===== src/common/pira_consts.vh =====
// Constants for the process-image register access block.
// Included by the core files; holds definitions only.
`ifndef PIRA_CONSTS_VH
`define PIRA_CONSTS_VH

`define PIRA_BIT_ACCESS     7
`define PIRA_BIT_WRITE      6
`define PIRA_IDX_MSB        5
`define PIRA_IDX_W          6
`define PIRA_IDX_FW_VER     6'h09
`define PIRA_IDX_UNLOCK     6'h1f
`define PIRA_IDX_OPTIONS    6'h20
`define PIRA_UNLOCK_CODE    16'h1235
`define PIRA_UNLOCK_RST     16'h0000
`define PIRA_OPTIONS_RST    16'h0000
// Firmware version value is arbitrary ASCII ("0A").
`define PIRA_FW_VERSION     16'h3041
`define PIRA_NV_CNT         3'h3

`endif


===== src/core/pira_reg_access.v =====
// Register access handler between the process image and the user registers.
// Assumes request bytes are synchronous to clk_i; reset marks a terminal restart.
//
// Function
// - Register access happens only while the request byte access bit is set.
// - The write bit selects read when clear and write when set.
// - The low six request bits give the register index.
// - A read receipt equals the request byte exactly.
// - A write receipt equals the request byte with the write bit cleared.
// - A read returns the addressed register, high byte then low byte.
// - The output data word is ignored during a read.
// - Byte 0 is control or status, bytes 1 and 2 the data word.
// - User registers reject writes; register 31 always accepts writes.
// - Writing 0x1235 to register 31 lifts write protection.
// - Writing any other value to register 31 restores protection.
// - Register 32 changes affect terminal behaviour only after the next restart; register 31 acts at once.
// - Register 32 holds the options word and reads back after a permitted write.
// - Register 9 returns the firmware version as two ASCII characters.
// - The code word clears on restart.
// - Permitted writes to register 32 are kept in storage that survives restart; the register 31 code word does not survive it.
`timescale 1ns/1ns
`include "pira_consts.vh"

module pira_reg_access (
    // Clock and reset
    input  wire        clk_i,
    input  wire        rst_b_i,
    // Process image from the controller
    input  wire [7:0]  request_byte_i,
    input  wire [7:0]  output_data_word_hi_i,
    input  wire [7:0]  output_data_word_lo_i,
    // Process image to the controller
    output reg  [7:0]  receipt_byte_o,
    output reg  [7:0]  input_data_word_hi_o,
    output reg  [7:0]  input_data_word_lo_o,
    // Options in effect since restart, and the current protection state
    output reg  [15:0] terminal_options_o,
    output reg         write_unlocked_o
);
    // Decoded request fields.
    reg         access;
    reg         is_write;
    reg         is_read;
    reg  [5:0]  idx;
    reg  [15:0] wdata;
    // Register hits and write strobes for the request in hand.
    reg         hit_fw_ver;
    reg         hit_unlock;
    reg         hit_options;
    reg         unlock_wr;
    reg         opt_wr;
    // Next values of the answer and of the code word.
    reg  [7:0]  receipt_d;
    reg  [15:0] rdata_d;
    reg  [15:0] data_word_d;
    reg  [15:0] write_unlock_word_d;
    // Code word register and the protection state it implies.
    reg  [15:0] write_unlock_word_q;
    reg         unlocked;
    // Options word as stored and as in effect since the last restart.
    wire [15:0] options_stored;
    wire [15:0] options_active;

    always @* begin
        wdata = {output_data_word_hi_i, output_data_word_lo_i};
    end

    always @* begin
        access = request_byte_i[`PIRA_BIT_ACCESS];
    end

    always @* begin
        is_write = access & request_byte_i[`PIRA_BIT_WRITE];
    end

    always @* begin
        is_read = access & ~request_byte_i[`PIRA_BIT_WRITE];
    end

    always @* begin
        idx = request_byte_i[`PIRA_IDX_MSB:0];
    end

    always @* begin
        hit_fw_ver = (idx == `PIRA_IDX_FW_VER);
    end

    always @* begin
        hit_unlock = (idx == `PIRA_IDX_UNLOCK);
    end

    always @* begin
        hit_options = (idx == `PIRA_IDX_OPTIONS);
    end

    always @* begin
        unlocked = (write_unlock_word_q == `PIRA_UNLOCK_CODE);
    end

    always @* begin
        unlock_wr = is_write & hit_unlock;
    end

    // protected user write
    // Every index except 31 and 32 is read-only here, so a write to it changes nothing at all.
    always @* begin
        opt_wr = is_write & hit_options & unlocked;
    end

    always @* begin
        write_unlock_word_d = write_unlock_word_q;
        if (unlock_wr) begin
            write_unlock_word_d = wdata;
        end
    end

    // nonvolatile options store
    // The store keeps its word through a restart; only the copy in effect is reloaded.
    pira_nv_store u_options (
        .clk_i    (clk_i),
        .rst_b_i  (rst_b_i),
        .wr_i     (opt_wr),
        .wdata_i  (wdata),
        .stored_o (options_stored),
        .active_o (options_active)
    );

    // read mux
    // Reserved indices read as zero rather than whatever was last on the port.
    always @* begin
        rdata_d = 16'h0000;
        if (hit_fw_ver) begin
            rdata_d = `PIRA_FW_VERSION;
        end else if (hit_unlock) begin
            rdata_d = write_unlock_word_q;
        end else if (hit_options) begin
            rdata_d = options_stored;
        end
    end

    // A held request yields the same receipt again, so repeats are harmless.
    always @* begin
        receipt_d = 8'h00;
        if (is_write) begin
            receipt_d = request_byte_i & 8'hbf;
        end else if (is_read) begin
            receipt_d = request_byte_i;
        end
    end

    // After a write the old data stays on the port; the controller must ignore it.
    always @* begin
        data_word_d = {input_data_word_hi_o, input_data_word_lo_o};
        if (is_read) begin
            data_word_d = rdata_d;
        end
    end

    always @(posedge clk_i) begin
        if (!rst_b_i) begin
            write_unlock_word_q <= `PIRA_UNLOCK_RST;
        end else begin
            write_unlock_word_q <= write_unlock_word_d;
        end
    end

    always @(posedge clk_i) begin
        if (!rst_b_i) begin
            receipt_byte_o <= 8'h00;
        end else begin
            receipt_byte_o <= receipt_d;
        end
    end

    always @(posedge clk_i) begin
        if (!rst_b_i) begin
            input_data_word_hi_o <= 8'h00;
            input_data_word_lo_o <= 8'h00;
        end else begin
            input_data_word_hi_o <= data_word_d[15:8];
            input_data_word_lo_o <= data_word_d[7:0];
        end
    end

    // restart-effective options
    // A write reaches this port only through a restart, never in the same run.
    always @(posedge clk_i) begin
        if (!rst_b_i) begin
            terminal_options_o <= `PIRA_OPTIONS_RST;
        end else begin
            terminal_options_o <= options_active;
        end
    end

    // protection state output
    // Lags the code word by one cycle, since it is taken from the stored word.
    always @(posedge clk_i) begin
        if (!rst_b_i) begin
            write_unlocked_o <= 1'b0;
        end else begin
            write_unlocked_o <= unlocked;
        end
    end
endmodule


===== src/core/pira_nv_store.v =====
// Shadow of one nonvolatile word with a restart-effective copy.
// Assumes the surrounding logic gates write strobes with the unlock state.
`timescale 1ns/1ns
`include "pira_consts.vh"

module pira_nv_store (
    // Clock and reset
    input  wire        clk_i,
    input  wire        rst_b_i,
    // Write port
    input  wire        wr_i,
    input  wire [15:0] wdata_i,
    // Stored value and the value in effect since the last restart
    output reg  [15:0] stored_o,
    output reg  [15:0] active_o
);
    reg        loaded_q;

    // Storage survives reset; only the effective copy is taken at restart.
    always @(posedge clk_i) begin
        if (wr_i) begin
            stored_o <= wdata_i;
        end
        if (!rst_b_i) begin
            loaded_q <= 1'b0;
            active_o <= `PIRA_OPTIONS_RST;
        end else begin
            if (!loaded_q) begin
                active_o <= stored_o;
            end
            loaded_q <= 1'b1;
        end
    end

    initial begin
        stored_o = `PIRA_OPTIONS_RST;
    end
endmodule


===== config.mk =====
export PLATFORM = sky130hd
export DESIGN_NAME = pira_reg_access
export DESIGN_NICKNAME = d
export VERILOG_FILES = /design/src/core/pira_reg_access.v /design/src/core/pira_nv_store.v
export VERILOG_INCLUDE_DIRS = /design/src /design/src/common
export SDC_FILE = /design/constraint.sdc
export NUM_CORES = 1
export LEC_CHECK = 0
export ABC_AREA = 1
export BUFFER_PORTS_ARGS = -buffer_cell sky130_fd_sc_hd__buf_2
export CAP_MARGIN = 30
export CORE_UTILIZATION = 41
export CTS_CLUSTER_DIAMETER = 100
export DETAILED_ROUTE_END_ITERATION = 10
export GPL_ROUTABILITY_DRIVEN = 0
export GPL_TIMING_DRIVEN = 0
export PLACE_DENSITY = 0.59
export SLEW_MARGIN = 0
export SYNTH_ARGS = -nofsm -noshare
export SYNTH_HDL_FRONTEND = slang
export SYNTH_SLANG_ARGS = --single-unit
export TNS_END_PERCENT = 10

===== constraint.sdc =====
create_clock -name clk_i -period 7.8 [get_ports clk_i]
set_input_delay 1.56 -clock clk_i [delete_from_list [all_inputs] [get_ports clk_i]]
set_output_delay 1.56 -clock clk_i [all_outputs]
set_load 0.01 [all_outputs]

* Word level (Yosys, flattened, before mapping) *
Cells that the tools add are included.

operators by class
  bitwise operators = 8
  reduce and logical (&&, ||, !) cells = 1
  eq/ne operators = 4
  mux-type cells = 6

operators with widths
  cell                                             count
  two-way mux 16 bit                               3
  == test 16 x 13 -> 1 bit, second input constant  1
  two-way mux 8 bit                                2
  == test 6 x 4 -> 1 bit, second input constant    1
  == test 6 x 5 -> 1 bit, second input constant    1
  == test 6 bit, second input constant             1
  AND 1 bit                                        5
  NOT 1 bit                                        3
  OR reduction 3 bit                               1
  two-way mux 1 bit                                1

word-level totals
  output and inout bits = 41
  logic and storage cells = 29
  bits of input ports = 26
  bits in registers = 90

* Longest topological paths before layout *
Gate-level depths: netlist of the first run.

  depth after elaboration = 4
  mapped depth = 8
  mapped depth without buffers = 8

* Cells and area by module *
Synthesis of the first run repeated with hierarchy kept, for this count alone.

second synthesis, totals
  cells, all modules = 433
  area total of the unflattened synthesis = 3549.7 µm²

by module, submodules not included
  module           times used  cells an instance  area each (µm²)  seq. area each (µm²)
  pira_reg_access  1           315                2374.8           1141.1
  pira_nv_store    1           118                1174.9           820.8

* Worst setup path before layout of the first run *
Ideal clock, no wire load.

  path kind = input -> register
  start point = input request_byte_i[2]
  end point = register u_options.stored_o[0], enable pin
  setup time = 409 ps
  slack = 4127 ps
  arrival time = 3263 ps
  cell stages on the path = 4
  cells stage by stage = nor2_2 buf_2 nand3_1 nor3_1

on the way
  word-level cells in the longest chain between the ends = 3

RTL lines
  element                         RTL line               RTL
  from (decl)                     pira_reg_access.v:29   input wire [7:0] request_byte_i,
  == test 6 bit (no source line)  n/a
  AND 1 bit (2 in a row)          pira_reg_access.v:107  opt_wr = is_write & hit_options & unlocked;
  named net opt_wr                pira_reg_access.v:51   reg opt_wr;
  to (signal assigned)            pira_nv_store.v:22     stored_o <= wdata_i;
  to (decl)                       pira_nv_store.v:14     output reg [15:0] stored_o,

The timed path passes the listed nets, and every way through them passes these cells.
A chain may end at the register's enable or synchronous reset.

* Final worst setup path of the first run *
  start point = input request_byte_i[2]
  end point = register u_options.stored_o[8], enable pin

Same word-level chain as after synthesis.

==> results of run 1 <==
## area by class of cell
cell class | count | area (sq um)
Tap cell | 102 | 127.6
Multi-Input combinational cell | 250 | 1199
Sequential cell | 90 | 1962
Timing Repair Buffer | 67 | 345.3
Fill cell | 790 | 3776
Inverter | 41 | 153.9
Buffer | 20 | 105.1
Clock buffer | 10 | 148.9
Clock inverter | 6 | 70.07
## power breakdown
part | internal, mW | switching, mW
logic | 0.0198 | 0.0371
registers | 0.484 | 0.00472
clock network | 0.171 | 0.174
total | 0.675 | 0.215
## registers in the layout, summed over array words and instances (netlist names)
name	cells
terminal_options_o	16
u_options.active_o	16
u_options.stored_o	16
write_unlock_word_q	16
input_data_word_hi_o	8
input_data_word_lo_o	8
receipt_byte_o	8
u_options.loaded_q	1
write_unlocked_o	1
## placed cells by master, fill, tap and decap left out, drive strengths merged
| cell | synthesis | final |
|---|---|---|
| nor2 | 76 | 76 |
| clkbuf | 9 | 19 |
| dfxtp | 74 | 74 |
| a21oi | 18 | 18 |
| nand3 | 22 | 22 |
| bufinv | 0 | 1 |
| buf | 11 | 78 |
| nand2 | 88 | 88 |
| inv | 41 | 44 |
| o21ai | 16 | 16 |
| or2 | 1 | 1 |
| nand2b | 6 | 6 |
| conb | 1 | 1 |
| nand3b | 1 | 1 |
| clkinv | 0 | 2 |
| nor3 | 1 | 1 |
| edfxtp | 16 | 16 |
| nand4 | 20 | 20 |
## path summary, 6_finish.rpt
path | end | slack [ns] | cells after the start
setup / recovery | u_options.stored_o[8]$_DFFE_PP_ | 4.78 | 6
hold / removal | terminal_options_o[13]$_SDFF_PN0_ | 0.43 | 2
setup reg to reg | u_options.stored_o[8]$_DFFE_PP_ | 6.12 | 6
hold reg to reg | terminal_options_o[13]$_SDFF_PN0_ | 0.43 | 2
## through the flow
| stage | std cells | utilization, % | worst slack (ns) | power [mW] |
|---|---|---|---|---|
| after detailed placement | 570 | 49.35 | 4.432 | 0.5567 |
| final | 586 | 52.13 | 4.782 | 0.8902 |
| after global placement | 569 | 49.10 | 3.245 | 0.5555 |
| after CTS | 586 | 52.13 | 4.796 | 0.8954 |
| after floorplan | 401 | - | 4.127 | 0.5323 |
| after global routing | 586 | 52.13 | 4.697 | 0.9278 |
## layer usage
layer / track usage, % / part of all wire (%)
met5: 0 / 0
met4: 5.769 / 1.0
met3: 4.715 / 4.9
met2: 29.47 / 46
met1: 24.10 / 48
## logic make-up (layout without fill, tap and decap cells)
logic type	Yosys count	in the layout	share of synthesized area, %
buf+inv	61	144	7.585
simple gates	215	215	29.53
compound gates	34	34	5.313
other cells	1	1	0.1098
flops	90	90	57.46
## worst reg2reg max path, stage by stage (launching register included)
cell and delay, ns:
dfxtp_1 0.33, inv_1 0.08, nand4_1 0.11, nor2_1 0.13, nand2_1 0.09, nor3_2 0.43
buf_8 0.22
==> impl_metrics.ini, run 1 <==
[sta]
final_max_slew_viol_count = 0
rsz0062_at_grt = false
whs_ns = 0.4264
clock_skew_ns = 0.008067
worst_pin_slew_ns = 0.6666
finalSetupViolCount = 0
finalHoldViolCount = 0
fmax_ghz = 0.3314
slew_headroom_pct = 55.56
period_share_pct = 38.69
layout_min_cycle_time_ns = 3.018
setup-tns-final_ns = 0

[placed_design]
placed_cell_area_sq_um = 3892
io_buffer_count = 66
dp_hpwl_um = 5583

[clocking]
htree_levels = 3
clock_latency_ns = 0.36
postCtsSetupRepairBufs = 0
cts_sinks = 90
cts_resized = 0
clk_pin_slew_ns = 0.09
postCtsHoldBufs = 0
clockBufferDepth = 2
root_buffer = clkbuf_8
cts_tree = done
cts_made_buffers = 9

[layout]
final_cell_area_sq_um = 4111
area_growth_pct = 20.41
diodes = 0
nets = 505
drive_above_1_share_pct = 24.79

[hold_path]
worstHoldStart = u_options.active_o[13]$_SDFFE_PN0N_
min_path_type = flop to flop

[logic_synthesis]
ys_warn_count = 0
synth_top_area_share_pct = 43.39
syn_nets = 427
yosysTopAreaCell = dfxtp_1
syn_area_sq_um = 3415
ys_dominant_reg_cell = dfxtp_1
yosys-top-cells-count = nand2_1 (86), dfxtp_1 (74), nor2_1 (61), inv_1 (39), nand3_1 (22)
async_flop_share_pct = 0
synth_seq_area_share_pct = 57.46
syn_area_per_cell_sq_um = 8.515
synth_seq_cells = 90
synth.most_common_cell = nand2_1
yosys-top-cells-area = dfxtp_1 (43%), edfxtp_1 (14%), nand2_1 (9.5%)
synth_cell_type_count = 26
synth-edff-count = 16
syn_inst = 401

[setup_path]
critPathMostFrequentCell = buf_2
critPathLaunchType = input pin
critical-path-top-delay-family = simple AND/OR/NAND/NOR gates
crit_buf_inv = 3
path_class = input pin to flop
required_ns = 7.87
crit_arrival_ns = 3.09
worstReg2RegStart = write_unlock_word_q[10]$_SDFFE_PN0P_
worstSetupEndpointType = flop
startpoint = request_byte_i[2]
critPathSlowestCell = nor3_2
path_cells = buf_2 > nor2_2 > buf_2 > nand3_1 > nor3_2 > buf_8
cp_max_fo = 11
crit_path_max_incr_delay_ns = 0.50

[detailed_routing]
antenna_left = 0
firstDrtPassIters = 4
viasPerCell = 4.575
initialDrtViolationCount = 157
wl_um = 7370
drcViolationCount = 0
wl_per_cell_um = 12.58
vias = 2681

[power]
ir_drop_v = 0.00008969
p_leak_nw = 2.023
p_per_area_nw_per_um2 = 216.5

[global_routing]
grt_max_degree = 17
grt_pass1_wl_um = 11980
grt_usage_pct = 18.32
grt_pass1_vias = 2551
antenna_found_initial = 0
grt-ovfl-total = 0

[floorplan]
die_y_um = 93.26
placementRows = 32
coreArea_sq_um = 7888
num_io_pins = 67
initial_core_util_pct = 43.29
die_w_um = 93.26
die_area_sq_um = 8697

[run]
maxCapViolCount = 0

[run_status]
outcome = finished clean
Note: power is estimated with default switching activity, not from simulation.
==> run 2: changes to the inputs <==
Settings changed: PLACE_DENSITY 0.59 to 0.62.
Clock period 7.8 ns to 2.6 ns, I/O delays scaled along.
==> run 2 against run 1 <==
Net effect: setup slack lost 4.3 ns; count of clock-buffer cells in the layout grew 2; non-clock buffer count unchanged; first-iteration DRC count decreased by 26%; power rose to 2.9 times the previous value; via count decreased by 1.0%; sequential share of layout area increased by 0.26 points; largest cell class unchanged; largest power group unchanged.
==> impl_metrics.ini, run 2 (synthesis gave the netlist of run 1 again) <==
[run_status]
outcome = finished clean

[clocking]
htree_levels = 3
postCtsSetupRepairBufs = 0
cts_made_buffers = 9
cts_resized = 0
clockBufferDepth = 2
clock_latency_ns = 0.35
cts_sinks = 90
clk_pin_slew_ns = 0.08
root_buffer = clkbuf_8
postCtsHoldBufs = 0
cts_tree = done

[setup_path]
path_class = input pin to flop
worstReg2RegStart = write_unlock_word_q[12]$_SDFFE_PN0P_
crit_arrival_ns = 2.17
worstSetupEndpointType = flop
startpoint = request_byte_i[2]
r2r_slack_ns = 0.82
cp_max_fo = 10
endpoint = u_options.stored_o[9]$_DFFE_PP_
required_ns = 2.67
critPathLaunchType = input pin
r2r_end = u_options.stored_o[9]$_DFFE_PP_
ff2ff_path_depth = 5

[layout]
nets = 505
layout_commonest_cell = nand2_1
final_cell_mix = nand2_1 (86), dfxtp_1 (74), buf_2 (72)
diodes = 0
layoutNonFillerInstCount = 585
final_cell_area_sq_um = 4089
nFillCells = 765
area_growth_pct = 19.75
drive_above_1_share_pct = 24.64

[sta]
layout_min_cycle_time_ns = 2.098
rsz0062_at_grt = false
whs_ns = 0.2734
finalSetupViolCount = 0
slew_headroom_pct = 55.96
worst_pin_slew_ns = 0.6570
final_max_slew_viol_count = 0
fmax_ghz = 0.4768
finalHoldViolCount = 0
period_share_pct = 80.67
clock_skew_ns = 0.007849

[global_routing]
grt_usage_pct = 17.74
grt_pass1_wl_um = 11700
gr-usage-met1_pct = 23.44
grtUsageMet3_pct = 4.472
grt-ovfl-total = 0
grt_max_degree = 15
antenna_found_initial = 0
busiest_layer = met2
grt_util_met2_pct = 27.94
grt_pass1_vias = 2468

[placed_design]
dp.cells = 570
dp_hpwl_um = 5474
io_buffer_count = 66
placed_cell_area_sq_um = 3892

[detailed_routing]
viasPerCell = 4.537
firstDrtPassIters = 4
vias = 2654
antenna_left = 0
drcViolationCount = 0
wl_per_cell_um = 12.10
initialDrtViolationCount = 116
wl_um = 7078

[floorplan]
coreArea_sq_um = 7888
die_y_um = 93.26
die_w_um = 93.26
die_area_sq_um = 8697
num_io_pins = 67
placementRows = 32
initial_core_util_pct = 43.29

[hold_path]
min_path_type = input pin to flop

[power]
ir_drop_v = 0.0002482
p_leak_nw = 2.014
p_per_area_nw_per_um2 = 625.0
total_power_mw = 2.556

[run]
maxCapViolCount = 0
run 2: changes by cell type in the layout (fill, tap and decap cells not counted):
cell | previous run | this run
inv_6 | 3 | 0
clkbuf_8 | 9 | 11
bufinv_16 | 1 | 0
inv_4 | 0 | 1
run 2: per-layer routing:
metal	routed length [um]	vias up
li1	-	1423
met5	0	-
met4	72	0
met2	3283	67
met3	392	6
met1	3329	1158
run 2: final cells by class:
| cell class | count | area (sq um) | share of cell area [%] |
|---|---|---|---|
| inverters | 41 | 153.9 | 3.764 |
| flip-flops and latches | 90 | 1962 | 47.98 |
| clock buffers | 12 | 176.4 | 4.315 |
| repair buffers | 67 | 345.3 | 8.446 |
| clock inverters | 3 | 20.02 | 0.4896 |
| plain buffers | 20 | 105.1 | 2.570 |
| multi-input cells | 250 | 1199 | 29.31 |
| well taps | 102 | 127.6 | 3.121 |
run 2: how the worst min path moves through the flow:
stage,start,to,slack (ns),cells past startpoint
after floorplan,u_options.active_o[0]$_SDFFE_PN0N_,terminal_options_o[0]$_SDFF_PN0_,0.41,2
after global placement,u_options.active_o[3]$_SDFFE_PN0N_,terminal_options_o[3]$_SDFF_PN0_,0.42,2
after detailed placement,u_options.active_o[14]$_SDFFE_PN0N_,terminal_options_o[14]$_SDFF_PN0_,0.42,2
after CTS,rst_b_i,u_options.loaded_q$_DFF_P_,0.26,1
after global routing,rst_b_i,u_options.loaded_q$_DFF_P_,0.25,1
final,rst_b_i,u_options.loaded_q$_DFF_P_,0.27,1
run 2: per-stage QoR:
stage,util (%),setup WS (ns),TNS (ns)
floorplan,-,0.4330,0
global placement,49.16,-0.2075,-3.315
detailed placement,49.35,0.1472,0
CTS,51.84,0.5106,0
global route,51.84,0.3324,0
finish,51.84,0.5025,0
run 2: report_power, final:
| part | internal [mW] | switching [mW] |
|---|---|---|
| combinational | 0.0594 | 0.111 |
| clock | 0.453 | 0.467 |
| sequential | 1.45 | 0.0137 |
run 2: critical path: stages:
cell and delay, ns:
buf_2 0.12, nor2_2 0.29, buf_2 0.28, nand3_1 0.14, nor3_2 0.59, buf_8 0.23
